[config.mk]
export PLATFORM = sky130hd
export DESIGN_NAME = tunable_laser_lane_registers
export DESIGN_NICKNAME = d
export VERILOG_FILES = /design/src/tl_lane_pkg.sv /design/src/tunable_laser_lane_registers.sv
export SDC_FILE = /design/constraint.sdc
export NUM_CORES = 1
export LEC_CHECK = 0
export ABC_AREA = 1
export BUFFER_PORTS_ARGS = -buffer_cell sky130_fd_sc_hd__buf_2
export CELL_PAD_IN_SITES_DETAIL_PLACEMENT = 1
export CELL_PAD_IN_SITES_GLOBAL_PLACEMENT = 1
export CORE_AREA = 2 2 322 324
export CTS_BUF_LIST = sky130_fd_sc_hd__clkbuf_8
export CTS_CLUSTER_SIZE = 10
export DETAILED_ROUTE_END_ITERATION = 12
export DIE_AREA = 0 0 324 326
export GPL_TIMING_DRIVEN = 0
export PLACE_DENSITY_LB_ADDON = 0.1
export SLEW_MARGIN = 10
export SYNTH_ARGS = -nofsm -noshare
export SYNTH_HDL_FRONTEND = slang
export SYNTH_SLANG_ARGS = --single-unit
[constraint.sdc]
create_clock -name mclk -period 5.85 [get_ports mclk]
set_clock_uncertainty 0.1 [all_clocks]
set_input_delay 0 -clock mclk [delete_from_list [all_inputs] [get_ports mclk]]
set_output_delay 0 -clock mclk [all_outputs]
set_load 0.005 [all_outputs]
[src/tl_lane_pkg.sv]
// Purpose: constants and carriers for the tunable laser lane register page
// Assumes: page byte N sits at APB byte address 4*N, low byte lane data
// Notes: multi-byte fields are big-endian, lowest page byte is the MSB
//
// Summary of operation
// page support is advertised on one constant output bit
// one bank holds exactly eight media lanes
// per-lane byte arrays start with lane 1 at the lowest byte
// bit n-1 of a one-bit-per-lane byte belongs to lane n
// grid select is bits 7-4 of the lane control byte, read-write
// bit 0 of the control byte enables fine tuning; bits 3-1 read zero
// each lane has a read-write signed 16-bit channel offset number
// each lane has a read-write signed 16-bit fine frequency offset
// each lane reports its present laser frequency, unsigned 32-bit
// each lane has a read-write signed 16-bit output power setpoint
// status bit 1 shows tuning in progress; bits 7-2 read zero
// status bit 0 shows live wavelength unlocked state
// summary bit n-1 is set while any flag of lane n is set
// host reads the summary, then the flag bytes, to serve an interrupt
// flag bit 5 latches on an out-of-range power write, clears on read
// all mask bits come up set after reset
// the page keeps no checksum
// flag bit 0 latches when tuning completes, clears on read
// flag bit 3 latches on a refused request, clears on good reprogram
// flag bit 2 latches on a channel number outside the advertised range
// masked flags still latch and summarise but raise no request
// writes to reserved or read-only bytes are ignored; reserved reads 0
package tl_lane_pkg;

    // ------------------------------------------------------------
    // page layout, byte indices
    // ------------------------------------------------------------
    localparam int LANES = 8;
    localparam logic [7:0] GRID_IDX = 8'h80;
    localparam logic [7:0] CHAN_IDX = 8'h88;
    localparam logic [7:0] FINE_IDX = 8'h98;
    localparam logic [7:0] FREQ_IDX = 8'ha8;
    localparam logic [7:0] POWER_IDX = 8'hc8;
    localparam logic [7:0] RSVD_A_IDX = 8'hd8;
    localparam logic [7:0] STATUS_IDX = 8'hde;
    localparam logic [7:0] SUMMARY_IDX = 8'he6;
    localparam logic [7:0] FLAG_IDX = 8'he7;
    localparam logic [7:0] MASK_IDX = 8'hef;
    localparam logic [7:0] RSVD_B_IDX = 8'hf7;

    // ------------------------------------------------------------
    // field positions and reset values
    // ------------------------------------------------------------
    localparam int GRID_LSB = 4;
    localparam int FINE_ON_BIT = 0;
    localparam int ACTIVE_BIT = 1;
    localparam int UNLOCK_BIT = 0;
    localparam int FLAG_W = 6;
    localparam int FL_DONE = 0;
    localparam int FL_UNLOCK = 1;
    localparam int FL_BADCH = 2;
    localparam int FL_REFUSED = 3;
    localparam int FL_FINE_OOR = 4;
    localparam int FL_POWER_OOR = 5;
    localparam logic [3:0] GRID_RST = 4'hf;
    localparam logic [5:0] MASK_RST = 6'h3f;
    localparam logic [15:0] WORD_RST = 16'h0000;

    // ------------------------------------------------------------
    // carriers to and from the laser control logic
    // ------------------------------------------------------------
    typedef struct packed {
        logic [3:0] lane_grid_select;
        logic lane_fine_adjust_on;
        logic [15:0] lane_channel_offset;
        logic [15:0] lane_fine_freq_offset;
        logic [15:0] lane_power_setpoint;
    } lane_cfg_t;

    typedef struct packed {
        logic [31:0] lane_present_freq;
        logic lane_tune_active;
        logic lane_lambda_unlocked;
        logic tune_done;
        logic tune_refused;
        logic bad_channel;
        logic fine_range_err;
    } lane_stat_t;

endpackage

[src/tunable_laser_lane_registers.sv]
// Purpose: APB register page for eight tunable laser media lanes
// Assumes: APB slave, zero wait states, page byte N at address 4*N
// Notes: read data is captured in the setup cycle; clear-on-read
//        clears only the flag bits that were actually returned
`timescale 1ns/1ps
module tunable_laser_lane_registers
    import tl_lane_pkg::*;
#(
    parameter int ADDR_W = 12,
    parameter logic signed [15:0] POWER_MIN = 16'sh8000,
    parameter logic signed [15:0] POWER_MAX = 16'sh7fff
)
(
    // clock and reset
    input wire logic mclk,
    input wire logic sys_rst,
    // apb slave
    input wire logic psel,
    input wire logic penable,
    input wire logic pwrite,
    input wire logic [ADDR_W-1:0] paddr,
    input wire logic [31:0] pwdata,
    input wire logic [3:0] pstrb,
    output logic [31:0] prdata,
    output logic pready,
    output logic pslverr,
    // laser control side
    output lane_cfg_t [LANES-1:0] lane_cfg,
    input wire lane_stat_t [LANES-1:0] lane_stat,
    // module level
    output logic page_supported,
    output logic lane_irq_req
);

    // ------------------------------------------------------------
    // storage
    // ------------------------------------------------------------
    // host settings, one entry per lane
    logic [3:0] grid [LANES];
    logic fine_on [LANES];
    logic [15:0] chan [LANES];
    logic [15:0] fine_off [LANES];
    logic [15:0] power [LANES];

    // latched flags and their masks
    logic [FLAG_W-1:0] flags [LANES];
    logic [FLAG_W-1:0] masks [LANES];

    // summary bits and unmasked requests
    logic [LANES-1:0] lane_flag_any;
    logic [LANES-1:0] lane_pending;

    // ------------------------------------------------------------
    // address decode
    // ------------------------------------------------------------
    // page byte index and whether it is on this page
    logic [7:0] idx;
    logic mapped;

    // qualified access strobes
    logic wr_go;
    logic rd_go;
    logic rd_setup;

    // write byte in, read byte out
    logic [7:0] wbyte;
    logic [7:0] rd_byte;

    // page bytes 128..255 only, word aligned
    assign idx = paddr[9:2];
    assign mapped = (paddr[ADDR_W-1:10] == '0) && (paddr[1:0] == 2'b00)
                    && idx[7];
    assign wr_go = psel && penable && pwrite && mapped && pstrb[0];
    assign rd_go = psel && penable && !pwrite && mapped;
    assign rd_setup = psel && !penable && !pwrite;

    // only byte lane 0 carries page data
    assign wbyte = pwdata[7:0];

    // zero wait states; unmapped addresses answer with an error
    // so every access phase lasts exactly one cycle
    assign pready = 1'b1;
    assign pslverr = psel && penable && !mapped;

    // constant advertisement of this page
    assign page_supported = 1'b1;

    // ------------------------------------------------------------
    // read multiplexer
    // ------------------------------------------------------------
    always_comb
    begin
        logic [7:0] off;
        logic [2:0] ln;

        off = 8'h00;
        ln = 3'd0;
        rd_byte = 8'h00;
        // control bytes, one per lane
        if (idx >= GRID_IDX && idx < CHAN_IDX)
        begin
            off = idx - GRID_IDX;
            ln = off[2:0];
            rd_byte = {grid[ln], 3'b000, fine_on[ln]};
        end
        // channel offset words, high byte first
        else if (idx >= CHAN_IDX && idx < FINE_IDX)
        begin
            off = idx - CHAN_IDX;
            ln = off[3:1];
            rd_byte = off[0] ? chan[ln][7:0] : chan[ln][15:8];
        end
        // fine tuning offset words
        else if (idx >= FINE_IDX && idx < FREQ_IDX)
        begin
            off = idx - FINE_IDX;
            ln = off[3:1];
            rd_byte = off[0] ? fine_off[ln][7:0]
                             : fine_off[ln][15:8];
        end
        // present frequency, four bytes per lane
        else if (idx >= FREQ_IDX && idx < POWER_IDX)
        begin
            off = idx - FREQ_IDX;
            ln = off[4:2];
            case (off[1:0])
                2'd0: rd_byte = lane_stat[ln].lane_present_freq[31:24];
                2'd1: rd_byte = lane_stat[ln].lane_present_freq[23:16];
                2'd2: rd_byte = lane_stat[ln].lane_present_freq[15:8];
                default: rd_byte = lane_stat[ln].lane_present_freq[7:0];
            endcase
        end
        // power setpoint words
        else if (idx >= POWER_IDX && idx < RSVD_A_IDX)
        begin
            off = idx - POWER_IDX;
            ln = off[3:1];
            rd_byte = off[0] ? power[ln][7:0] : power[ln][15:8];
        end
        // live status; bytes 0xd8-0xdd fall through
        else if (idx >= STATUS_IDX && idx < SUMMARY_IDX)
        begin
            off = idx - STATUS_IDX;
            ln = off[2:0];
            rd_byte = 8'h00;
            rd_byte[ACTIVE_BIT] = lane_stat[ln].lane_tune_active;
            rd_byte[UNLOCK_BIT] =
                lane_stat[ln].lane_lambda_unlocked;
        end
        // one summary bit per lane
        else if (idx == SUMMARY_IDX)
        begin
            rd_byte = lane_flag_any;
        end
        // latched flags, bits 7-6 read zero
        else if (idx >= FLAG_IDX && idx < MASK_IDX)
        begin
            off = idx - FLAG_IDX;
            ln = off[2:0];
            rd_byte = {2'b00, flags[ln]};
        end
        // masks; bytes 0xf7-0xff fall through
        else if (idx >= MASK_IDX && idx < RSVD_B_IDX)
        begin
            off = idx - MASK_IDX;
            ln = off[2:0];
            rd_byte = {2'b00, masks[ln]};
        end
        // no checksum byte anywhere on the page
    end

    // ------------------------------------------------------------
    // read data, captured in the setup cycle
    // ------------------------------------------------------------
    always_ff @(posedge mclk)
    begin
        if (sys_rst)
        begin
            prdata <= 32'h0000_0000;
        end
        else if (rd_setup)
        begin
            // an unmapped read returns zero
            prdata <= mapped ? {24'h00_0000, rd_byte} : 32'h0000_0000;
        end
    end

    // ------------------------------------------------------------
    // per-lane registers, one generate entry per lane
    // ------------------------------------------------------------
    genvar g;

    generate
        for (g = 0; g < LANES; g++)
        begin : lane
            localparam logic [7:0] LN8 = 8'(g);

            // write strobes of this lane
            logic wr_ctl;
            logic wr_chan_hi;
            logic wr_chan_lo;
            logic wr_fine_hi;
            logic wr_fine_lo;
            logic wr_pow_hi;
            logic wr_pow_lo;
            logic wr_mask;

            // flag read and power range check
            logic rd_flag;
            logic [15:0] new_power;
            logic power_oor;

            // flag events in, read clears
            logic [FLAG_W-1:0] set;
            logic [FLAG_W-1:0] clr;

            // byte strobes for this lane, lane 1 lowest
            assign wr_ctl = wr_go && idx == GRID_IDX + LN8;

            // word fields: the lower address holds the high byte
            assign wr_chan_hi = wr_go && idx == 8'(CHAN_IDX + 2 * LN8);
            assign wr_chan_lo = wr_go && idx == 8'(CHAN_IDX + 2 * LN8 + 1);
            assign wr_fine_hi = wr_go && idx == 8'(FINE_IDX + 2 * LN8);
            assign wr_fine_lo = wr_go && idx == 8'(FINE_IDX + 2 * LN8 + 1);
            assign wr_pow_hi = wr_go && idx == 8'(POWER_IDX + 2 * LN8);
            assign wr_pow_lo = wr_go && idx == 8'(POWER_IDX + 2 * LN8 + 1);

            // byte-per-lane mask write and flag read
            assign wr_mask = wr_go && idx == MASK_IDX + LN8;
            assign rd_flag = rd_go && idx == FLAG_IDX + LN8;

            // control byte: grid in the high nibble, fine enable bit 0
            // reserved bits 3-1 are not stored
            always_ff @(posedge mclk)
            begin
                if (sys_rst)
                begin
                    grid[g] <= GRID_RST;
                    fine_on[g] <= 1'b0;
                end
                else if (wr_ctl)
                begin
                    grid[g] <= wbyte[GRID_LSB +: 4];
                    fine_on[g] <= wbyte[FINE_ON_BIT];
                end
            end

            // channel offset number, big-endian byte pair
            always_ff @(posedge mclk)
            begin
                if (sys_rst)
                begin
                    chan[g] <= WORD_RST;
                end
                else if (wr_chan_hi)
                begin
                    chan[g][15:8] <= wbyte;
                end
                else if (wr_chan_lo)
                begin
                    chan[g][7:0] <= wbyte;
                end
            end

            // fine tuning frequency offset
            always_ff @(posedge mclk)
            begin
                if (sys_rst)
                begin
                    fine_off[g] <= WORD_RST;
                end
                else if (wr_fine_hi)
                begin
                    fine_off[g][15:8] <= wbyte;
                end
                else if (wr_fine_lo)
                begin
                    fine_off[g][7:0] <= wbyte;
                end
            end

            // power setpoint; range is judged when the low byte lands
            // a lone high byte write is never range checked
            assign new_power = {power[g][15:8], wbyte};
            assign power_oor = wr_pow_lo &&
                ($signed(new_power) < POWER_MIN ||
                 $signed(new_power) > POWER_MAX);

            always_ff @(posedge mclk)
            begin
                if (sys_rst)
                begin
                    power[g] <= WORD_RST;
                end
                else if (wr_pow_hi)
                begin
                    power[g][15:8] <= wbyte;
                end
                else if (wr_pow_lo)
                begin
                    power[g][7:0] <= wbyte;
                end
            end

            // masks, all set out of reset
            always_ff @(posedge mclk)
            begin
                if (sys_rst)
                begin
                    masks[g] <= MASK_RST;
                end
                else if (wr_mask)
                begin
                    masks[g] <= wbyte[FLAG_W-1:0];
                end
            end

            // flag events of this lane
            always_comb
            begin
                set = '0;
                set[FL_DONE] = lane_stat[g].tune_done;
                set[FL_UNLOCK] = lane_stat[g].lane_lambda_unlocked;
                set[FL_BADCH] = lane_stat[g].bad_channel;
                set[FL_REFUSED] = lane_stat[g].tune_refused;
                set[FL_FINE_OOR] = lane_stat[g].fine_range_err;
                set[FL_POWER_OOR] = power_oor;
            end

            // read clears only bits that were returned to the host
            // a tuning completion also drops the refused flag
            always_comb
            begin
                clr = rd_flag ? prdata[FLAG_W-1:0] : '0;
                if (lane_stat[g].tune_done)
                begin
                    clr[FL_REFUSED] = 1'b1;
                end
            end

            // latched flags; a new event wins over any clear
            // an event between setup and access survives the read
            always_ff @(posedge mclk)
            begin
                if (sys_rst)
                begin
                    flags[g] <= '0;
                end
                else
                begin
                    flags[g] <= (flags[g] & ~clr) | set;
                end
            end

            // summary and unmasked request per lane
            assign lane_flag_any[g] = |flags[g];
            assign lane_pending[g] = |(flags[g] & ~masks[g]);

            // configuration handed to the laser control logic
            // settings show right after the access edge, with no extra register stage
            assign lane_cfg[g].lane_grid_select = grid[g];
            assign lane_cfg[g].lane_fine_adjust_on = fine_on[g];
            assign lane_cfg[g].lane_channel_offset = chan[g];
            assign lane_cfg[g].lane_fine_freq_offset = fine_off[g];
            assign lane_cfg[g].lane_power_setpoint = power[g];
        end
    endgenerate

    // ------------------------------------------------------------
    // module interrupt request from unmasked flags
    // masked flags still show in the summary byte
    // ------------------------------------------------------------
    assign lane_irq_req = |lane_pending;

endmodule

[Word-level counts from Yosys, hierarchy flattened]
Memories as Yosys holds them, arrays and structs flattened.
Index checks and enable logic that the tools add are counted.
Storage, ports and cells
  register bits: 32
  bits in writable memories: 520
  input bits: 357
  memories: 7
  logic and storage cells: 700
Operators by class
  reductions and logical operators: 122
  muxes and demuxes: 333
  add/subtract/negate cells: 8
  eq/ne operators: 75
  magnitude comparators: 34
  bitwise operators: 120
Memories
  chan: words 8, bits a word 16, rd ports 9, clocked after memory_dff 0, wr ports 8, line tunable_laser_lane_registers.sv:41  | logic [15:0] chan [LANES];
  fine_off: words 8, bits a word 16, rd ports 9, clocked after memory_dff 0, wr ports 8, line tunable_laser_lane_registers.sv:42  | logic [15:0] fine_off [LANES];
  power: words 8, bits a word 16, rd ports 9, clocked after memory_dff 0, wr ports 8, line tunable_laser_lane_registers.sv:43  | logic [15:0] power [LANES];
  flags: words 8, bits a word 6, rd ports 9, clocked after memory_dff 0, wr ports 8, line tunable_laser_lane_registers.sv:46  | logic [FLAG_W-1:0] flags [LANES];
  masks: words 8, bits a word 6, rd ports 9, clocked after memory_dff 0, wr ports 8, line tunable_laser_lane_registers.sv:47  | logic [FLAG_W-1:0] masks [LANES];
  grid: words 8, bits a word 4, rd ports 9, clocked after memory_dff 0, wr ports 8, line tunable_laser_lane_registers.sv:39  | logic [3:0] grid [LANES];
  1 more memories
Operator list (count)
  == test 8 bit, second input constant: 73
  2-to-1 mux 8 bit: 59
  2-to-1 mux 1 bit: 235
  binary-select mux 38 bit (select 3 bit): 2
  2-to-1 mux 6 bit: 27
  > comparator 16 bit, second input constant: 8
  < comparator 16 bit, second input constant: 8
  logical AND 1 bit: 99
  AND 6 bit: 16
  NOT 6 bit: 16
  OR 1 bit: 80
  greater-or-equal comparator 8 bit, second input constant: 8
  < comparator 8 bit, second input constant: 8
  OR 6 bit: 8
  OR reduction 48 bit: 1
  OR reduction 6 bit: 8
  2-to-1 mux 38 bit: 1
  2-to-1 mux 4 bit: 8
  one-hot mux 8 bit (3 select lines): 1
  subtractor 4 bit, second input constant: 3
  subtractor 3 bit, second input constant: 3
  logical OR 1 bit: 8
  < comparator 3 x 4 -> 1 bit, second input constant: 2
  logical NOT 2 bit: 3
  other kinds (5): 7

[Longest topological paths before layout]
Gate-level depths: netlist of the first run.
  depth after elaboration: 12
  mapped depth: 25

[Worst setup path after synthesis of the first run]
OpenSTA, ideal clock, no wires.
  kind: input port to flip-flop
  from: input port paddr[2]
  to: memory chan[4][10], enable pin
  data required time: 5.366 ns
  arrival: 2.636 ns
  stages on the path: 11
  path buffers: 5
  setup slack: 2.730 ns
  cells stage by stage: inv_1 > buf_4 > buf_2 > buf_2 > buf_1 > ha_1 > clkbuf_1 > inv_1 > nor2_1 > nand2_1 > o21ai_0
RTL lines
  from (decl): line tunable_laser_lane_registers.sv:21  | input wire logic [ADDR_W-1:0] paddr,
  to (decl): line tunable_laser_lane_registers.sv:41

==> metrics, run 1 <==
post-route cell area=36090 sq um; adder-cell share of the synthesized area=0.004133; vias in the first global route=29730; Post-DP HPWL=149000 um; clock buffer depth=3; Rel. slew slack=0.03976; worst-margin pin slew=1.440 ns; vias=30000; mapped cell area=27250 sq um; max incr delay on CP=0.95 ns; Post-synth top cells=572 x nor2_1, 507 x nand2_1, 472 x edfxtp_1; worst hold path endpoint=masks[5][1]; DIE HEIGHT=326 um; total gr overflow=0; critical path arrival=5.85 ns; Max Clock Freq=179.8 MHz; Final Non-Filler Cells=5494; EDFF count, synth=472; Primary FF master, synth=edfxtp_1; Cell variety after synth=61; Die Wd=324 um; RSZ-0062 raised after global routing=false; Hold Path Depth=3; CTS tree=done; critical path data required time=6.14 ns; slowest CP cell=o21ai_0; Die Area=105600 sq um; Hold Startpoint=sys_rst; post-CTS setup repair buffer count=0; htree depth=3; antenna viol nets, final=0; Setup crit start kind=primary input; antenna violations before repair=18; IO Port Bufs=761; number of max-cap violations=0; core area=102600 sq um; hold crit path type=in2reg; register-to-register setup slack=2.89 ns; Iteration-0 DRC Markers=3468; post-DR wirelength/cell=34.86 um; first-pass iteration count of the detailed router=5; Synth area leader=edfxtp_1; max-slew violation count=0; first-pass GRT wire length=251600 um; worst skew pair latency=0.79 ns; post-synthesis cell count=3001; final worst path period need=5.563 ns; Residual DRC=0; Inst Count DP=5199; Via density=5.460; share of the synthesized area in the top cell type=0.5202; aggregate routed wire length=191500 um; mux cell area share after synthesis=0; NumNets Final=4397; Resized cells post-CTS=0; std cell rows=118; final worst-path cycle share=0.9509; clk root buf=clkbuf_8; final worst slack=0.2874 ns; status=finished, final reports clean; Design Power=9.601 mW; total CTS buffers=99; Tot GR Track Use=0.3496; post-synthesis sequential area ratio=0.5613; main combinational cell family by area after synthesis=simple AND/OR/NAND/NOR gates; Max VDD drop=0.1298 mV; number of synthesized register bits=528; io pins=817; syn avg cell area=9.079 sq um; clock sinks=528; post-synthesis compound-gate area fraction=0.1358; Starting Density=0.2655; most used cell, CP=buf_2; final hold violations=0; Reg-to-Reg Start=flags[0][3]; gpl congestion=0.9407; setup TNS=0 ns; worst reg-to-reg path cell count=17; crit path capture type=flop; Placed Area=33160 sq um; LEAKAGE=14.79 nW; PD cells=266.0 nW/um^2; Final setup viols=0; CP Cell Sequence=buf_2 -> inv_1 -> buf_4 -> buf_2 -> buf_2 -> buf_1 -> ha_1 -> clkbuf_1 -> inv_1 -> nor2_1 -> nand2_1 -> o21ai_0; synth warn=0; dpl ws=-0.3947 ns; worst r2r dst=prdata[0]; Area contributors post-synth=edfxtp_1 52%, nor2_1 7.9%, nand2_1 7.0%, dfxtp_1 4.1%, o21ai_0 4.0%; layout cell share with drive strength beyond 1=0.2795; ys async rst share=0; kind of critical path=in2reg; simple-gate share of the synthesized area=0.2257; most common cell in the synthesized netlist=nor2_1; xor/xnor share of the synthesized area=0; clk slew on worst S/H paths=0.05 ns; Max Fanout on Critical Path=11; largest net degree at the start of global routing=16; Layout Area Growth over Synthesis=32.46%
[cell type report]
cell class / count / area [sq um]
clock buffer: 105 / 1445
multi-input combinational: 2060 / 10080
inverter: 199 / 749.5
tap: 1380 / 1727
antenna: 10 / 25.02
buffer: 238 / 1235
sequential: 528 / 15290
fill: 12330 / 66520
timing repair buffer: 905 / 5182
clock inverter: 69 / 352.8
[how the worst max path moves through the flow]
| stage | startpoint | endpoint | depth (start not counted) |
|---|---|---|---|
| CTS | paddr[2] | grid[0][0] | 12 |
| floorplan | paddr[2] | chan[4][10] | 11 |
| global placement | paddr[2] | fine_off[4][13] | 12 |
| finish | paddr[2] | grid[0][0] | 12 |
| detailed placement | paddr[2] | grid[0][2] | 12 |
| global route | paddr[2] | grid[0][0] | 12 |
[where the power goes]
group | switching, mW | internal (mW) | total (mW)
Sequential | 0.210 | 4.29 | 4.50
Clock | 1.78 | 1.70 | 3.48
Combinational | 1.11 | 0.501 | 1.61
Total | 3.10 | 6.50 | 9.60
[cell families after synthesis]
family | after synthesis
DFF | 528
AOI/OAI and AO/OA | 608
and+or+nand+nor | 1417
adders and majority gates | 9
other | 2
buffers and inverters | 437
[cells in the final DEF (no fill, tap or decap), types with 10 or more instances in the layout]
cell type      instances
buf_4                 84
diode_2               10
a211oi_1              15
nand3_2               11
o221ai_1              10
buf_2                835
edfxtp_1             472
clkbuf_1              93
dfxtp_1               56
nand3_1              158
o21ai_0              173
inv_1                215
clkbuf_8             105
nor3_1                39
dlygate4sd3_1        111
o211ai_1              30
nor2_2                15
nand4_1               58
a21oi_1              103
conb_1                26
o32ai_1               19
clkinv_1              17
inv_2                 20
o21bai_1              21
o21ai_1               42
o22ai_1              115
a22oi_1               32
nand2_1              507
nor2_1               572
buf_1                 10
nor4_2                11
[through the flow]
step	utilization	hold WS, ns
2_1_floorplan	-	0.02067
6_report	0.3517	0.02176
3_3_place_gp	0.3204	0.1198
3_5_place_dp	0.3231	0.1244
4_1_cts	0.3515	0.01079
5_1_grt	0.3517	0.03632
[registers in the layout (all words and copies together), names as in the netlist]
signal	flops
chan	128
fine_off	128
power	128
flags	48
masks	48
grid	32
fine_on	8
prdata	8
[metal layers]
| layer | GRT usage | vias up | part of all wire |
|---|---|---|---|
| met2 | 0.5793 | 1855 | 0.47 |
| met4 | 0.1481 | 4 | 0.050 |
| met5 | 0 | - | 0.00011 |
| li1 | - | 12520 | - |
| met1 | 0.4423 | 15220 | 0.39 |
| met3 | 0.06832 | 398 | 0.087 |
[worst max-delay path, delay by kind of cell]
family	cells	cell delay (ns)
AOI/OAI and AO/OA	1	0.95
adders and majority gates	1	0.54
buffers and inverters	8	3.26
and+or+nand+nor	2	1.07
[repair_timing]
action | 4_1_cts | 5_1_grt
hold buffers | 111 | 0
endpoints found under the setup margin | 0 | 0
endpoints found under the hold margin | 225 | 0
No activity file was read; power rests on OpenSTA's default activity.
==> run 2: changes to the inputs <==
PLACE_DENSITY_LB_ADDON = 0.08   (was 0.1)
==> run 2 against run 1 <==
Net effect: cell area is essentially flat; worst setup slack lost 0.14 ns; final cell count is 0.11% lower; die area unchanged; clock power up 1%; first-iteration DRC count decreased by 15%; worst hold slack improved by 0.0079 ns; non-clock buffer count shrank 9; critical path depth is the same; critical path type unchanged.
==> metrics, run 2 (same netlist as run 1, synthesis figures left out) <==
status=finished, final reports clean; critical path data required time=6.12 ns; Max Fanout on Critical Path=11; Via density=5.403; vias=29650; final worst path period need=5.703 ns; total gr overflow=0; Starting Density=0.2655; aggregate routed wire length=190200 um; hold crit path type=in2reg; Setup crit start kind=primary input; clock buffer depth=3; clk root buf=clkbuf_8; Die Wd=324 um; Rel. slew slack=0.06999; core area=102600 sq um; largest net degree at the start of global routing=14; vias in the first global route=29540; Tot GR Track Use=0.3482; most common cell after layout, fill and taps aside=buf_2; Residual DRC=0; clk slew on worst S/H paths=0.07 ns; Placed Area=33170 sq um; antenna viol nets, final=0; worst-margin pin slew=1.395 ns; DIE HEIGHT=326 um; Final setup viols=0; first-pass iteration count of the detailed router=6; Die Area=105600 sq um; WHS=0.02970 ns; std cell rows=118; io pins=817; first-pass GRT wire length=249800 um; Hold Startpoint=pstrb[0]; PD cells=266.8 nW/um^2; number of max-cap violations=0; Resized cells post-CTS=0; gpl congestion=0.9578; Reg-to-Reg Start=fine_off[2][2]; setup TNS=0 ns; Iteration-0 DRC Markers=2940; Layout Area Growth over Synthesis=32.48%; Post-DP HPWL=148000 um; total CTS buffers=99; final worst-path cycle share=0.9749; crit path capture type=flop; Max Clock Freq=175.3 MHz; post-route cell area=36100 sq um; max-slew violation count=0; antenna violations before repair=21; RSZ-0062 raised after global routing=false; layout cell share with drive strength beyond 1=0.2783; post-DR wirelength/cell=34.67 um; final hold violations=0; IO Port Bufs=761; critical path arrival=5.97 ns; clock sinks=528; worst skew pair latency=0.80 ns; htree depth=3; Max VDD drop=0.1418 mV; NumNets Final=4388; CTS tree=done; LEAKAGE=14.75 nW; most frequent cells in the layout=835 x buf_2, 572 x nor2_1, 507 x nand2_1; Crit. Startpoint=paddr[2]; kind of critical path=in2reg; biggest regs=chan x128, fine_off x128, power x128
-- run 2: cell types whose count changed in the layout (fill, tap and decap cells not counted), sizes merged --
cell	change
bufinv	+3
inv	-8
clkinv	+16
buf	-6
clkbuf	-4
clkinvlp	+1
dlygate4sd3	-3
diode	-5
-- run 2: repair_timing --
item | CTS | global route
hold buffers | 108 | 0
endpoints found under the hold margin | 199 | 0
setup buffers | 0 | 0
-- run 2: cell type report --
| type | count | area [sq um] |
|---|---|---|
| diodes | 5 | 12.51 |
| plain buffers | 238 | 1234 |
| clock buffers | 101 | 1390 |
| clock inverters | 81 | 440.4 |
| fillers | 12360 | 66510 |
| inverters | 199 | 749.5 |
| multi-input cells | 2060 | 10120 |
| flip-flops and latches | 528 | 15290 |
| well taps | 1380 | 1727 |
| repair buffers | 896 | 5130 |
-- run 2: final timing paths --
check	to	slack, ns	depth (start not counted)
max	grid[0][2]	0.15	12
min	chan[0][14]	0.03	3
max reg2reg	prdata[2]	2.83	7
min reg2reg	flags[4][0]	0.38	2
-- run 2: through the flow --
step | total power [mW] | std cells | util | worst slack [ns]
final | 9.631 | 5488 | 0.3518 | 0.1471
after global routing | 9.873 | 5486 | 0.3518 | 0.1963
after CTS | 9.621 | 5483 | 0.3517 | 0.1745
after detailed placement | 6.076 | 5193 | 0.3233 | -0.5788
after global placement | 6.055 | 5166 | 0.3204 | -1.426
after floorplan | 5.088 | 3025 | - | 2.730
-- run 2: critical path: stages --
cell and delay, ns:
buf_2 0.18, inv_1 0.10, buf_4 0.18, buf_2 0.31, buf_2 0.50, buf_1 0.90
ha_1 0.56, clkbuf_1 0.85, inv_1 0.23, nor2_1 0.81, nand2_1 0.34, o21ai_0 0.96
-- run 2: where the power goes --
group	total, mW	internal, mW	switching (mW)
Clock	3.53	1.78	1.75
Combinational	1.60	0.500	1.10
Sequential	4.50	4.29	0.208
-- run 2: routing by layer --
layer / up-vias / global-route usage / wire length [um]
li1: 12520 / - / -
met1: 15030 / 0.4291 / 74070
met2: 1722 / 0.5794 / 90450
met3: 378 / 0.06982 / 15850
met4: 6 / 0.1683 / 9845
met5: - / 0 / 34
==> run 3: changes to the inputs <==
PLACE_DENSITY = 0.62   (was default)
PLACE_DENSITY_LB_ADDON = default   (was 0.08)
==> run 3 against run 2 <==
Net effect: combinational power is 4% higher; critical path depth is the same; worst setup slack improved by 0.055 ns; clock-buffer cell count fell by 3; register-to-register slack gained 0.28 ns; final cell count fell by 0.13%; total power decreased by 0.82%; via count rose by 3.8%; worst hold slack worse by 0.0061 ns; first-iteration DRC count increased by 33%; critical path type unchanged; largest power group unchanged.
==> metrics, run 3 (same netlist as run 1, synthesis figures left out) <==
status=finished, final reports clean; DIE HEIGHT=326 um; vias in the first global route=30240; Starting Density=0.2655; CP Cell Sequence=buf_2 -> inv_1 -> buf_4 -> buf_2 -> buf_2 -> buf_1 -> ha_1 -> clkbuf_1 -> inv_1 -> nor2_1 -> nand2_1 -> o21ai_0; antenna viol nets, final=0; worst r2r dst=prdata[2]; Iteration-0 DRC Markers=3924; clk root buf=clkbuf_8; Setup crit start kind=primary input; first-pass iteration count of the detailed router=5; std cell rows=118; Max Fanout on Critical Path=11; RSZ-0062 raised after global routing=false; critical path data required time=6.07 ns; final hold violations=0; first-pass GRT wire length=261100 um; htree depth=3; Placed Area=33200 sq um; largest net degree at the start of global routing=14; Via density=5.614; post-CTS setup repair buffer count=0; Layout Area Growth over Synthesis=32.06%; core area=102600 sq um; aggregate routed wire length=200700 um; crit path capture type=flop; IO Port Bufs=761; post-route cell area=35980 sq um; Final setup viols=0; final worst-path cycle share=0.9655; Hold Startpoint=lane_stat[266]; Design Power=9.552 mW; NumNets Final=4384; LEAKAGE=14.70 nW; worst-margin pin slew=1.441 ns; critical path arrival=5.87 ns; worst skew pair latency=0.75 ns; final worst path period need=5.648 ns; Reg-to-Reg Start=fine_off[2][2]; Max VDD drop=0.1472 mV; max incr delay on CP=0.97 ns; most frequent cells in the layout=835 x buf_2, 572 x nor2_1, 507 x nand2_1; worst hold path endpoint=flags[7][4]; hold crit path type=in2reg; most used cell, CP=buf_2; Residual DRC=0; Tot GR Track Use=0.3654; Hold Path Depth=4; gpl congestion=0.9703; Die Area=105600 sq um; total CTS buffers=93; most common cell after layout, fill and taps aside=buf_2; Max Clock Freq=177.1 MHz; Rel. slew slack=0.03941; vias=30770; post-DR wirelength/cell=36.61 um; clock sinks=528; Die Wd=324 um; clock buffer depth=3; biggest regs=chan x128, fine_off x128, power x128; CTS tree=done; PD cells=265.5 nW/um^2; total gr overflow=0; clk slew on worst S/H paths=0.06 ns; Final Non-Filler Cells=5481; register-to-register setup slack=3.11 ns; io pins=817; layout cell share with drive strength beyond 1=0.2816; Post-DP HPWL=157000 um; worst reg-to-reg path cell count=6; antenna violations before repair=36; Inst Count DP=5200; Resized cells post-CTS=0; kind of critical path=in2reg; slowest CP cell=o21ai_0; number of max-cap violations=0; max-slew violation count=0
-- run 3: cell types whose count changed in the layout (fill, tap and decap cells not counted), sizes merged --
| cell | change |
|---|---|
| bufinv | -2 |
| inv | -6 |
| clkinv | -2 |
| buf | +9 |
| diode | +5 |
| dlygate4sd3 | -7 |
| clkinvlp | -1 |
| clkbuf | -3 |
-- run 3: how the worst max path moves through the flow --
stage / endpoint / start / slack, ns / depth (start not counted)
floorplan: chan[4][10] / paddr[2] / 2.73 / 11
global placement: power[4][9] / paddr[2] / -1.26 / 12
detailed placement: chan[4][9] / paddr[2] / -0.48 / 12
CTS: chan[4][15] / paddr[2] / 0.25 / 12
global route: grid[0][1] / paddr[2] / 0.24 / 12
finish: grid[0][0] / paddr[2] / 0.20 / 12
-- run 3: metrics by stage --
step / setup TNS [ns] / setup slack [ns] / utilization / hold WS (ns)
after floorplan: 0 / 2.730 / - / 0.02067
after global placement: -36.94 / -1.257 / 0.3204 / 0.1283
after detailed placement: -6.211 / -0.4800 / 0.3235 / 0.1335
after CTS: 0 / 0.2459 / 0.3501 / 0.002775
after global routing: 0 / 0.2405 / 0.3506 / 0.02637
final: 0 / 0.2019 / 0.3507 / 0.02364
-- run 3: critical path, delay by kind of cell --
family                   cells  cell delay [ns]
buffers and inverters        8             3.17
AND/OR/NAND/NOR              2             1.12
adder cells (fa/ha/maj)      1             0.58
AO/OA/AOI/OAI                1             0.97
-- run 3: layout make-up --
cell class / instances / area (sq um)
Sequential cell: 528 / 15290
Tap cell: 1380 / 1727
Inverter: 199 / 749.5
Antenna cell: 10 / 25.02
Timing Repair Buffer: 898 / 5131
Clock inverter: 70 / 372.9
Fill cell: 12310 / 66630
Buffer: 238 / 1235
Multi-Input combinational cell: 2060 / 10100
Clock buffer: 98 / 1349
-- run 3: repair_timing --
item	in CTS	in global routing
hold endpoints to repair	177	0
hold buffers	101	0
endpoints found under the setup margin	0	0
-- run 3: power breakdown --
group,total [mW],switching (mW),internal [mW]
combinational,1.67,1.17,0.503
sequential,4.49,0.198,4.29
clock,3.39,1.74,1.65
-- run 3: layer usage --
layer | global-route usage | share of wire
met4 | 0.2061 | 0.066
met5 | 0 | 0.00074
met2 | 0.5953 | 0.46
met1 | 0.4313 | 0.36
met3 | 0.1022 | 0.11
